--- config.mk ---
export PLATFORM = sky130hd
export DESIGN_NAME = swb_exec
export DESIGN_NICKNAME = d
export VERILOG_FILES = /design/src/swb_pkg.sv /design/src/swb_alu.sv /design/src/swb_exec.sv
export VERILOG_INCLUDE_DIRS = /design/src
export SDC_FILE = /design/constraint.sdc
export NUM_CORES = 1
export LEC_CHECK = 0
export ABC_AREA = 1
export BUFFER_PORTS_ARGS = -buffer_cell sky130_fd_sc_hd__clkbuf_2
export CORE_MARGIN = 1
export CORE_UTILIZATION = 30
export CTS_CLUSTER_DIAMETER = 50
export DETAILED_ROUTE_END_ITERATION = 8
export PLACE_DENSITY = 0.58
export SYNTH_ARGS = -nofsm -noshare
export SYNTH_HDL_FRONTEND = slang
export SYNTH_SLANG_ARGS = --single-unit
--- constraint.sdc ---
create_clock -name clk -period 2.4 [get_ports clk]
set_clock_uncertainty 0.05 [all_clocks]
set_input_delay 0.24 -clock clk [delete_from_list [all_inputs] [get_ports clk]]
set_output_delay 0.24 -clock clk [all_outputs]
set_load 0.03 [all_outputs]
--- src/swb_defines.svh ---
// constants for the subtract-with-borrow execution block
// How it works
// RULE_01 - result is accumulator minus operand minus inverted carry
// RULE_02 - destination clear: result to accumulator, operand untouched
// RULE_03 - destination set (default): result written back to operand
// RULE_04 - access clear: fixed access bank, bank pointer ignored
// RULE_05 - access set (default): bank pointer joined with address
// RULE_06 - access clear, extended on, address up to 5Fh: indexed offset
// RULE_07 - flags N, OV, C, DC, Z updated; carry means no borrow
`ifndef SWB_DEFINES_SVH
`define SWB_DEFINES_SVH

// register port offsets
`define SWB_OFS_ACC       4'h0
`define SWB_OFS_FLAGS     4'h1
`define SWB_OFS_BANK      4'h2
`define SWB_OFS_CONFIG    4'h3
`define SWB_OFS_IDX_LO    4'h4
`define SWB_OFS_IDX_HI    4'h5
`define SWB_OFS_STATE     4'h6

// reset values
`define SWB_RST_ACC       8'h00
`define SWB_RST_FLAGS     5'h00
`define SWB_RST_BANK      4'h0
`define SWB_RST_IDX       12'h000
`define SWB_RST_ADDR      12'h000

// flag register bit positions
`define SWB_FLAG_C        0
`define SWB_FLAG_DC       1
`define SWB_FLAG_Z        2
`define SWB_FLAG_OV       3
`define SWB_FLAG_N        4

// access bank split and its high window
`define SWB_ACCESS_LAST   8'h5F
`define SWB_ACCESS_HIGH   4'hF

// config bit for the extended instruction set
`define SWB_CFG_EXT       0

`endif

--- src/swb_pkg.sv ---
// types shared by the subtract-with-borrow execution block
package swb_pkg;

    typedef enum logic [1:0] {
        ST_IDLE,
        ST_READ,
        ST_CALC
    } exec_state_e;

    typedef struct packed {
        logic        n;
        logic        ov;
        logic        z;
        logic        dc;
        logic        c;
    } flags_s;

    typedef struct packed {
        logic [7:0]  f_addr;
        logic        dest;
        logic        access;
    } instr_s;

    typedef struct packed {
        exec_state_e state;
        instr_s      instr;
        logic [7:0]  acc;
        flags_s      flags;
        logic [3:0]  bank;
        logic        ext_en;
        logic [11:0] idx_base;
        logic [11:0] mem_addr;
        logic        mem_rd;
        logic        mem_wr;
        logic [7:0]  mem_wdata;
        logic        done;
        logic        busy;
        logic [7:0]  rd_data;
    } core_s;

endpackage

--- src/swb_alu.sv ---
// subtract with borrow and its status flags
`timescale 1ns/100ps
`include "swb_defines.svh"

module swb_alu #(
    parameter int WIDTH = 8
) (
    // operands
    input  wire logic [WIDTH-1:0] minuend,
    input  wire logic [WIDTH-1:0] subtrahend,
    input  wire logic             carry_in,
    // answer
    output logic      [WIDTH-1:0] result,
    output swb_pkg::flags_s       flags
);

    logic [WIDTH:0] sum;
    logic [4:0]     low_sum;

    // adding the complement plus carry equals subtracting the inverted carry
    always_comb begin
        sum     = {1'b0, minuend} + {1'b0, ~subtrahend}
                  + {{WIDTH{1'b0}}, carry_in}; // RULE_01
        low_sum = {1'b0, minuend[3:0]} + {1'b0, ~subtrahend[3:0]}
                  + {4'h0, carry_in};
        result  = sum[WIDTH-1:0];
        flags.c  = sum[WIDTH]; // RULE_07
        flags.dc = low_sum[4]; // RULE_07
        flags.z  = (sum[WIDTH-1:0] == '0); // RULE_07
        flags.n  = sum[WIDTH-1]; // RULE_07
        // overflow: operand signs differ and result sign left the minuend's
        flags.ov = (minuend[WIDTH-1] != subtrahend[WIDTH-1])
                   && (sum[WIDTH-1] != minuend[WIDTH-1]); // RULE_07
    end

endmodule

--- src/swb_exec.sv ---
// execution of subtract-with-borrow on the core data path
//
// The placing of the registers and strobed register access were left to the implementer.
`timescale 1ns/100ps
`include "swb_defines.svh"

module swb_exec (
    // clock and reset
    input  wire logic            clk,
    input  wire logic            rst_b,
    // instruction from the decoder
    input  wire logic            exec_req,
    input  wire swb_pkg::instr_s exec_instr,
    output logic                 exec_done,
    output logic                 exec_busy,
    // data memory, read data one cycle after the read strobe
    output logic [11:0]          mem_addr,
    output logic                 mem_rd,
    output logic                 mem_wr,
    output logic [7:0]           mem_wdata,
    input  wire logic [7:0]      mem_rdata,
    // register port
    input  wire logic [3:0]      reg_addr,
    input  wire logic [7:0]      reg_wdata,
    input  wire logic            reg_wr,
    input  wire logic            reg_rd,
    output logic [7:0]           reg_rdata,
    // core state seen by the rest of the core
    output logic [7:0]           acc_out,
    output swb_pkg::flags_s      flags_out
);

    swb_pkg::core_s   cur_reg;
    swb_pkg::core_s   cur_next;
    logic [7:0]       alu_result;
    swb_pkg::flags_s  alu_flags;
    logic [11:0]      op_addr;

    swb_alu #(
        .WIDTH      (8)
    ) u_alu (
        .minuend    (cur_reg.acc),
        .subtrahend (mem_rdata),
        .carry_in   (cur_reg.flags.c),
        .result     (alu_result),
        .flags      (alu_flags)
    );

    // operand address for the instruction being accepted
    always_comb begin
        if (exec_instr.access) begin
            op_addr = {cur_reg.bank, exec_instr.f_addr}; // RULE_05
        end else if (cur_reg.ext_en
                     && exec_instr.f_addr <= `SWB_ACCESS_LAST) begin
            // indexed literal offset: base plus the literal, wraps in 4K
            op_addr = cur_reg.idx_base + {4'h0, exec_instr.f_addr}; // RULE_06
        end else if (exec_instr.f_addr <= `SWB_ACCESS_LAST) begin
            op_addr = {4'h0, exec_instr.f_addr}; // RULE_04
        end else begin
            op_addr = {`SWB_ACCESS_HIGH, exec_instr.f_addr}; // RULE_04
        end
    end

    always_comb begin
        cur_next        = cur_reg;
        cur_next.mem_rd = 1'b0;
        cur_next.mem_wr = 1'b0;
        cur_next.done   = 1'b0;

        // register writes from software
        if (reg_wr) begin
            if (reg_addr == `SWB_OFS_ACC) begin
                cur_next.acc = reg_wdata;
            end else if (reg_addr == `SWB_OFS_FLAGS) begin
                cur_next.flags = reg_wdata[4:0];
            end else if (reg_addr == `SWB_OFS_BANK) begin
                cur_next.bank = reg_wdata[3:0];
            end else if (reg_addr == `SWB_OFS_CONFIG) begin
                cur_next.ext_en = reg_wdata[`SWB_CFG_EXT];
            end else if (reg_addr == `SWB_OFS_IDX_LO) begin
                cur_next.idx_base[7:0] = reg_wdata;
            end else if (reg_addr == `SWB_OFS_IDX_HI) begin
                cur_next.idx_base[11:8] = reg_wdata[3:0];
            end
        end

        // register reads, answered in the following cycle only
        if (reg_rd) begin
            if (reg_addr == `SWB_OFS_ACC) begin
                cur_next.rd_data = cur_reg.acc;
            end else if (reg_addr == `SWB_OFS_FLAGS) begin
                cur_next.rd_data = {3'h0, cur_reg.flags};
            end else if (reg_addr == `SWB_OFS_BANK) begin
                cur_next.rd_data = {4'h0, cur_reg.bank};
            end else if (reg_addr == `SWB_OFS_CONFIG) begin
                cur_next.rd_data = {7'h00, cur_reg.ext_en};
            end else if (reg_addr == `SWB_OFS_IDX_LO) begin
                cur_next.rd_data = cur_reg.idx_base[7:0];
            end else if (reg_addr == `SWB_OFS_IDX_HI) begin
                cur_next.rd_data = {4'h0, cur_reg.idx_base[11:8]};
            end else if (reg_addr == `SWB_OFS_STATE) begin
                cur_next.rd_data = {6'h00,
                                    cur_reg.state == swb_pkg::ST_READ,
                                    cur_reg.state != swb_pkg::ST_IDLE};
            end else begin
                cur_next.rd_data = 8'h00;
            end
        end else begin
            cur_next.rd_data = 8'h00;
        end

        // instruction sequence: read operand, process, write destination
        case (cur_reg.state)
            swb_pkg::ST_IDLE: begin
                // requests made while busy are not taken
                if (exec_req) begin
                    cur_next.instr    = exec_instr;
                    cur_next.mem_addr = op_addr;
                    cur_next.mem_rd   = 1'b1;
                    cur_next.state    = swb_pkg::ST_READ;
                end
            end
            swb_pkg::ST_READ: begin
                // memory answers in the next cycle
                cur_next.state = swb_pkg::ST_CALC;
            end
            swb_pkg::ST_CALC: begin
                // instruction update overrides a same-cycle software write
                cur_next.flags = alu_flags; // RULE_07
                if (cur_reg.instr.dest) begin
                    cur_next.mem_wr    = 1'b1; // RULE_03
                    cur_next.mem_wdata = alu_result; // RULE_03
                end else begin
                    cur_next.acc = alu_result; // RULE_02
                end
                cur_next.done  = 1'b1;
                cur_next.state = swb_pkg::ST_IDLE;
            end
            default: begin
                cur_next.state = swb_pkg::ST_IDLE;
            end
        endcase
        // busy kept as its own flop so the port is a register output
        cur_next.busy = (cur_next.state != swb_pkg::ST_IDLE);
    end

    always_ff @(posedge clk or negedge rst_b) begin
        if (!rst_b) begin
            cur_reg.state     <= swb_pkg::ST_IDLE;
            cur_reg.instr     <= '0;
            cur_reg.acc       <= `SWB_RST_ACC;
            cur_reg.flags     <= `SWB_RST_FLAGS;
            cur_reg.bank      <= `SWB_RST_BANK;
            cur_reg.ext_en    <= 1'b0;
            cur_reg.idx_base  <= `SWB_RST_IDX;
            cur_reg.mem_addr  <= `SWB_RST_ADDR;
            cur_reg.mem_rd    <= 1'b0;
            cur_reg.mem_wr    <= 1'b0;
            cur_reg.mem_wdata <= 8'h00;
            cur_reg.done      <= 1'b0;
            cur_reg.busy      <= 1'b0;
            cur_reg.rd_data   <= 8'h00;
        end else begin
            cur_reg <= cur_next;
        end
    end

    assign exec_done = cur_reg.done;
    assign exec_busy = cur_reg.busy;
    assign mem_addr  = cur_reg.mem_addr;
    assign mem_rd    = cur_reg.mem_rd;
    assign mem_wr    = cur_reg.mem_wr;
    assign mem_wdata = cur_reg.mem_wdata;
    assign reg_rdata = cur_reg.rd_data;
    assign acc_out   = cur_reg.acc;
    assign flags_out = cur_reg.flags;

endmodule

* Word level (Yosys, flattened, before mapping)
Cells that the tools add are included.
Storage, ports and cells: memory bits (writable) 0, input port bits 35, memories kept 0, bits in read-only memories 0, flip-flop bits (word level) 74, output and inout bits 45, logic and storage cells 92, bits in latches 0
Operators by class: multipliers 0, add/sub/neg operators 5, mux-type cells 31, shifts and indexed selects 0, order comparisons 1, reductions and logical operators 16, divide/modulo/power cells 0, bitwise logic cells 7, eq/ne operators 11
Operators by type and width (count):
- 2-to-1 mux 8 bit | 9
- 2-to-1 mux 12 bit | 5
- 2-to-1 mux 30 bit | 1
- 2-to-1 mux 13 bit | 2
- 2-to-1 mux 22 bit | 1
- 2-to-1 mux 17 bit | 1
- 2-to-1 mux 4 bit | 4
- adder 12 x 8 -> 12 bit | 1
- == test 4 x 3 -> 1 bit, second input constant | 3
- 2-to-1 mux 10 bit | 1
- adder 8 x 8 -> 9 bit | 1
- adder 9 x 1 -> 9 bit | 1
- 2-to-1 mux 9 bit | 1
- == test 4 x 2 -> 1 bit, second input constant | 2
- <= comparator 8 x 7 -> 1 bit, second input constant | 1
- logical NOT 8 bit | 1
- inverter 8 bit | 1
- nonzero test 2 bit | 4
- AND reduction 7 bit | 1
- AND reduction 6 bit | 1
- adder 4 x 4 -> 5 bit | 1
- adder 5 x 1 -> 5 bit | 1
- 2-to-1 mux 5 bit | 1
- inverter 1 bit | 5
- other kinds (16) | 21

* Longest topological paths before layout
Gate-level depths: netlist (run 1).
word-level depth 10, gate-level depth with buffers 14, gate-level depth less buffers 14

* Hierarchy
Synthesis (run 1) repeated with hierarchy kept, for this count alone.
Unflattened totals: cells, all modules 565, area, all modules 4242.8 µm²
Modules (own cells, without submodules):
- swb_exec | sequential area each 1626.6 µm², area an instance 3723.6 µm², cells each 466, instances 1
- swb_alu | sequential area each 0.0 µm², area an instance 519.2 µm², cells each 99, instances 1

* Worst setup path after synthesis (run 1)
Ideal clock, no wire load.
path type flip-flop to flip-flop, start register cur_reg, in the netlist acc_out[0], end register cur_reg, in the netlist flags_out[2], setup slack 387 ps, arrival time 1892 ps, buffers on the path 0, setup time 71 ps, period minus slack after synthesis 2013 ps, cell stages (with the launch flop) 14, required time 2279 ps, cells stage by stage dfrtp_1 -> inv_1 -> fa_1 -> inv_1 -> fa_1 -> inv_1 -> nand2_1 -> nor2_1 -> nand3_1 -> nor2_1 -> nand3_1 -> nor2_1 -> nor2_1 -> nor2_1
On the way: word-level cells in the longest chain between the ends 4
Ends and longest elaborated chain:
- start, declared | line swb_exec.sv:33 | swb_pkg::core_s cur_reg;
- start signal, assigned | line swb_exec.sv:164 | cur_reg <= cur_next;
- adder 8 x 8 -> 9 bit | line swb_alu.sv:22 | sum = {1'b0, minuend} + {1'b0, ~subtrahend}
- adder 9 x 1 -> 9 bit | line swb_alu.sv:23 | + {{WIDTH{1'b0}}, carry_in};
- named net alu_result[1] | line swb_exec.sv:35 | logic [7:0] alu_result;
- logical NOT 8 bit | line swb_alu.sv:29 | flags.z = (sum[WIDTH-1:0] == '0);
- 2-to-1 mux 13 bit | line swb_exec.sv:113 | case (cur_reg.state)
The timed path passes the listed nets, and every way through them passes these cells. A chain may end at the register's enable or synchronous reset.

* Final worst setup path (run 1)
start register cur_reg, in the netlist flags_out[0], end register cur_reg, in the netlist flags_out[2]
On the way: word-level cells in the longest chain between the ends 3
Ends and longest elaborated chain (line):
- adder 9 x 1 -> 9 bit | swb_alu.sv:23
- named net alu_result[1] | swb_exec.sv:35
- logical NOT 8 bit | swb_alu.sv:29
- 2-to-1 mux 13 bit | swb_exec.sv:113
The timed path passes the listed nets, and every way through them passes these cells.

==> flow_summary.ini, run 1 <==
[worst_setup_path]
worst_path_max_delay_cell = fa_1
worstPathMaxFanout = 4
arrival_ns = 2.40
cp_common_cell = nor2_1
critPathRequiredTime_ns = 2.62
worstSetupEndpointType = flop
cp-start-kind = flop
critPathKind = reg -> reg
cp_slowest_stage_delay_ns = 0.42
cp_cell_sequence = inv_1 > fa_1 > inv_2 > fa_1 > inv_2 > nand2_1 > nor2_1 > nand3_1 > nor2_1 > nand3_1 > nor2_1 > nor2_1 > nor2_1
crit-reg2reg-launch = flags_out[0]$_DFFE_PN0P_
critPathLaunch = flags_out[0]$_DFFE_PN0P_

[placement]
hpwlAfterDp_um = 8370
gp_congestion = 0.874
io_buffers = 79

[finish]
multi_input_area_um2 = 1880
drive_gt1_frac = 0.196
synthToLayoutAreaGrowth_pct = 15.8
antennaDiodeCount = 0
final_core_util = 0.359
final-seq-area_um2 = 1630
largest_reg_flops = 20
fin_nets = 639
n_fill_cell = 1398

[synthesis]
synth-main-ff-cell = dfrtp_1
synth_seq_cells = 65
synth_edf_count = 0
synth.distinct_cells = 41
yosysSeqAreaShare = 0.395
syn_area_um2 = 4120
syn_avg_cell_area_um2 = 7.66
syn_nets = 591
postSynthCellCount = 538
ys_warn_count = 0
synthArstFlopShare = 1.00

[detailed_routing]
wl_per_cell_um = 13.8
final_antenna_net_count = 0
viasPerCell = 4.73
initialDrtViolationCount = 181
wirelength_um = 10600
vias = 3629
first_pass_iters = 5
drcViolationCount = 0

[power]
power_density_nw_per_um2 = 1120
peakVddDrop_uv = 515
p_leak_nw = 2.49

[die]
die_w_um = 119
dieArea_um2 = 14200
die_h_um = 119
initial_utilization = 0.310
core_um2 = 13300
row_count = 42
io_pins = 80

[run_status]
status = completed

[global_route]
grt_max_degree = 66
antenna_found_initial = 0
grtUsageTotal = 0.159
first_global_vias = 3579
grt_pass1_wl_um = 17500
gr-total-overflow = 0

[min_path]
min_path_type = in -> reg
min_from = exec_instr[1]

[sta]
tightest_slew_ns = 0.509
finalMaxSlewViolations = 0
hold_viol = 0
finalSetupTns_ns = 0
rsz0062_at_grt = false
finalSetupViolations = 0
fin_crit_sh = 0.909
max_slew_margin = 0.660
min_period_ns = 2.18
timing.fmax_mhz = 458

[cts]
cts.clk_slew.worst_paths_ns = 0.06
ctsHtreeMaxLevel = 3
cts_tree = yes
cts.sinks = 65
clk_path_buf_depth = 2
clk_latency_ns = 0.34
numCtsBuffers = 9
root_buffer = clkbuf_16

[job]
max-cap-violations = 0
==> synth_stat cells (3+ instances only) <==
| cell type | number | area share |
|---|---|---|
| a211oi_1 | 3 | 0.0055 |
| a21oi_1 | 48 | 0.058 |
| buf_2 | 3 | 0.0036 |
| buf_4 | 42 | 0.077 |
| dfrtp_1 | 65 | 0.39 |
| fa_1 | 3 | 0.015 |
| ha_1 | 15 | 0.046 |
| inv_1 | 63 | 0.057 |
| nand2_1 | 130 | 0.12 |
| nand3_1 | 32 | 0.039 |
| nand4_1 | 3 | 0.0046 |
| nor2_1 | 43 | 0.039 |
| nor2_4 | 5 | 0.014 |
| o2111ai_1 | 3 | 0.0064 |
| o21ai_0 | 42 | 0.051 |
| xor2_1 | 3 | 0.0064 |
==> timing repair <==
item | CTS | global route
hold endpoints to repair | 65 | 0
hold buffers | 1 | 0
buffers inserted | 0 | 2
gates resized for setup | 0 | 2
setup endpoints to repair | 0 | 1
==> kinds of logic (layout without fill, tap and decap cells) <==
kind of cell | after synthesis | in the layout | share of synthesized area
compound gates | 112 | 112 | 0.151
xor+xnor | 3 | 3 | 0.00638
fa+ha+maj | 18 | 18 | 0.0601
buf+inv | 115 | 168 | 0.148
flops | 65 | 65 | 0.395
mux | 2 | 2 | 0.00486
simple gates | 223 | 223 | 0.234
==> critical path, delay by kind of cell, from the launching register on <==
| family | cells | cell delay (ns) |
|---|---|---|
| fa+ha+maj | 2 | 0.79 |
| simple gates | 8 | 0.61 |
| flops | 1 | 0.40 |
| buf+inv | 3 | 0.24 |
==> cell usage in the layout, fill, tap and decap left out, drive strengths merged, types with 3 or more instances in the layout <==
cell type,count
buf,6
dfrtp,65
xor2,3
fa,3
o2111ai,3
nor2,48
a21oi,48
ha,15
o21ai,45
nand3,33
inv,66
nand2,134
clkbuf,90
a211oi,3
nand4,3
==> final cells by class <==
class,count,area share
clock inverter,4,0.0157
tap,176,0.0461
multi-input combinational,358,0.395
inverter,67,0.0532
sequential,65,0.341
clock buffer,12,0.0537
timing repair buffer,85,0.0954
==> report_power, final <==
group	internal, mW	leakage, nW	total [mW]	switching (mW)
logic	0.706	1.54	2.22	1.51
registers	1.41	0.798	1.69	0.279
clock network	0.965	0.155	1.44	0.479
==> metrics by stage <==
step	total power, mW	setup WS, ns	std cells	hold WS [ns]	area (um^2)
after CTS	5.37	0.165	765	0.0826	4760
after global routing	5.74	0.0124	767	0.0982	4770
after floorplan	3.54	0.387	538	-0.106	4120
after detailed placement	3.89	0.199	748	0.238	4420
final	5.35	0.219	767	0.0702	4770
after global placement	3.87	0.268	748	0.235	4420
==> worst paths after layout <==
| path | end | slack, ns | cells past startpoint |
|---|---|---|---|
| max reg2reg | flags_out[2]$_DFFE_PN0P_ | 0.22 | 13 |
| min in group asynchronous | mem_addr[4]$_DFFE_PN0P_ | 0.41 | 3 |
| max | flags_out[2]$_DFFE_PN0P_ | 0.22 | 13 |
| min | cur_reg[63]$_DFFE_PN0P_ | 0.07 | 3 |
| max in group asynchronous | mem_wdata[7]$_DFFE_PN0P_ | 1.60 | 3 |
| min reg2reg | exec_busy$_DFF_PN0_ | 0.39 | 1 |
==> per-layer routing <==
layer / wire length, um / share of wire / vias up / GRT usage
met5: 0 / 0 / - / 0
met4: 214 / 0.020 / 0 / 0.0514
met3: 632 / 0.060 / 17 / 0.0469
met2: 5060 / 0.48 / 117 / 0.266
met1: 4670 / 0.44 / 1677 / 0.195
li1: - / - / 1818 / -
Note: power is estimated with default switching activity, not from simulation.
==> run 2: changes to the inputs <==
--- a/config.mk
+++ b/config.mk
@@ -10,6 +10,7 @@
 export BUFFER_PORTS_ARGS = -buffer_cell sky130_fd_sc_hd__clkbuf_2
 export CORE_MARGIN = 1
 export CORE_UTILIZATION = 30
+export CTS_BUF_LIST = sky130_fd_sc_hd__clkbuf_4
 export CTS_CLUSTER_DIAMETER = 50
 export DETAILED_ROUTE_END_ITERATION = 8
 export PLACE_DENSITY = 0.58
==> flow_summary.ini, run 2 (same netlist as run 1, synthesis figures left out) <==
[run_status]
status = completed

[detailed_routing]
initialDrtViolationCount = 176
vias = 3602
wl_per_cell_um = 13.6
drcViolationCount = 0
viasPerCell = 4.68
wirelength_um = 10500
final_antenna_net_count = 0
first_pass_iters = 5

[global_route]
grt_pass1_wl_um = 17500
antenna_found_initial = 1
gr-total-overflow = 0
first_global_vias = 3586
grt_max_degree = 66
grtUsageTotal = 0.159

[finish]
largest_reg_flops = 20
layout_common_cells = nand2_1, clkbuf_2, dfrtp_1, inv_1, a21oi_1
synthToLayoutAreaGrowth_pct = 12.1
n_fill_cell = 1417
fin_area_um2 = 4620
drive_gt1_frac = 0.194
layout_commonest_cell = nand2_1
fin_nets = 641

[cts]
clk_latency_ns = 0.42
cts_tree = yes
clk_path_buf_depth = 2
ctsHtreeMaxLevel = 3
numCtsBuffers = 9
root_buffer = clkbuf_4
cts.sinks = 65
cts.clk_slew.worst_paths_ns = 0.11

[die]
core_um2 = 13300
io_pins = 80
row_count = 42
die_h_um = 119
initial_utilization = 0.310
dieArea_um2 = 14200
die_w_um = 119

[power]
peakVddDrop_uv = 506
power_density_nw_per_um2 = 1020
p_leak_nw = 2.42

[worst_setup_path]
cp-start-kind = flop
path_delay_family = adder cells
worstSetupEndpointType = flop
path_buf_inv = 3
cp_slowest_stage_delay_ns = 0.43
cp_cell_sequence = inv_1 > fa_1 > inv_2 > fa_1 > inv_2 > nand2_1 > nor2_1 > nand3_1 > nor2_1 > nand3_1 > nor2_1 > nor2_1 > nor2_1
arrival_ns = 2.49
worst_path_max_delay_cell = fa_1
worstPathMaxFanout = 4
critPathKind = reg -> reg
critPathRequiredTime_ns = 2.71
cp_common_cell = nor2_1

[sta]
hold_viol = 0
rsz0062_at_grt = false
tightest_slew_ns = 0.495
min_period_ns = 2.18
timing.fmax_mhz = 458
finalSetupTns_ns = 0
finalMaxSlewViolations = 0
max_slew_margin = 0.669
fin_crit_sh = 0.909
finalSetupViolations = 0

[min_path]
min_path_type = in -> reg

[job]
max-cap-violations = 0

[placement]
gp_congestion = 0.874
hpwlAfterDp_um = 8370
place_area_um2 = 4420
io_buffers = 79
run 2: cell count changes in the layout (fill, tap and decap cells not counted):
cell and delta:
clkbuf_1 -1, clkbuf_16 -9, clkbuf_4 +10, clkbuf_8 -2
clkinv_1 +2, diode_2 +1, dlygate4sd3_1 +2
run 2: power breakdown:
| group | internal [mW] | total [mW] | leakage, nW | switching, mW |
|---|---|---|---|---|
| combinational | 0.708 | 2.21 | 1.55 | 1.51 |
| clock | 0.427 | 0.840 | 0.0777 | 0.413 |
| sequential | 1.40 | 1.68 | 0.798 | 0.278 |
| total | 2.54 | 4.73 | 2.42 | 2.20 |
run 2: final cells by class:
cell class                      count  area [um^2]  share of cell area
Inverter                           67          254              0.0550
Timing Repair Buffer               87          475               0.103
Antenna cell                        1         2.50            0.000542
Clock inverter                      6         82.6              0.0179
Clock buffer                       10         75.1              0.0162
Multi-Input combinational cell    358         1880               0.408
Tap cell                          176          220              0.0477
Sequential cell                    65         1630               0.352
run 2: what timing repair did:
item,in CTS,in global routing
buffers inserted,0,2
resized for setup,0,2
hold endpoints to repair,67,0
hold buffers,3,0
endpoints found under the setup margin,0,1
run 2: layer usage:
layer  up-vias  routed length, um  GRT usage
met1      1664               4700      0.195
met2       105               5010      0.266
met5         -                  0          0
met4         0                188     0.0585
li1       1818                  -          -
met3        15                600     0.0426
run 2: worst paths after layout:
| kind | start | endpoint | slack, ns | depth (start not counted) |
|---|---|---|---|---|
| min reg2reg | cur_reg[73]$_DFF_PN0_ | exec_busy$_DFF_PN0_ | 0.40 | 1 |
| min | reg_wdata[0] | cur_reg[44]$_DFFE_PN0P_ | 0.03 | 3 |
| max | flags_out[0]$_DFFE_PN0P_ | flags_out[2]$_DFFE_PN0P_ | 0.22 | 13 |
| max reg2reg | flags_out[0]$_DFFE_PN0P_ | flags_out[2]$_DFFE_PN0P_ | 0.22 | 13 |
| max in group asynchronous | rst_b | mem_wdata[7]$_DFFE_PN0P_ | 1.70 | 3 |
| min in group asynchronous | rst_b | mem_addr[4]$_DFFE_PN0P_ | 0.31 | 3 |
run 2: worst min-delay path, stage by stage:
cell and delay [ns]:
clkbuf_2 0.11, nand2_1 0.05, o21ai_0 0.06
run 2: per-stage QoR:
| step | hold WS [ns] | setup WS, ns | std cells | total power [mW] | utilization |
|---|---|---|---|---|---|
| floorplan | -0.106 | 0.387 | 538 | 3.54 | - |
| global placement | 0.235 | 0.268 | 748 | 3.87 | 0.332 |
| detailed placement | 0.238 | 0.199 | 748 | 3.89 | 0.332 |
| CTS | 0.00533 | 0.145 | 767 | 4.75 | 0.346 |
| global route | 0.0297 | 0.00569 | 770 | 5.13 | 0.348 |
| finish | 0.0324 | 0.218 | 770 | 4.73 | 0.348 |
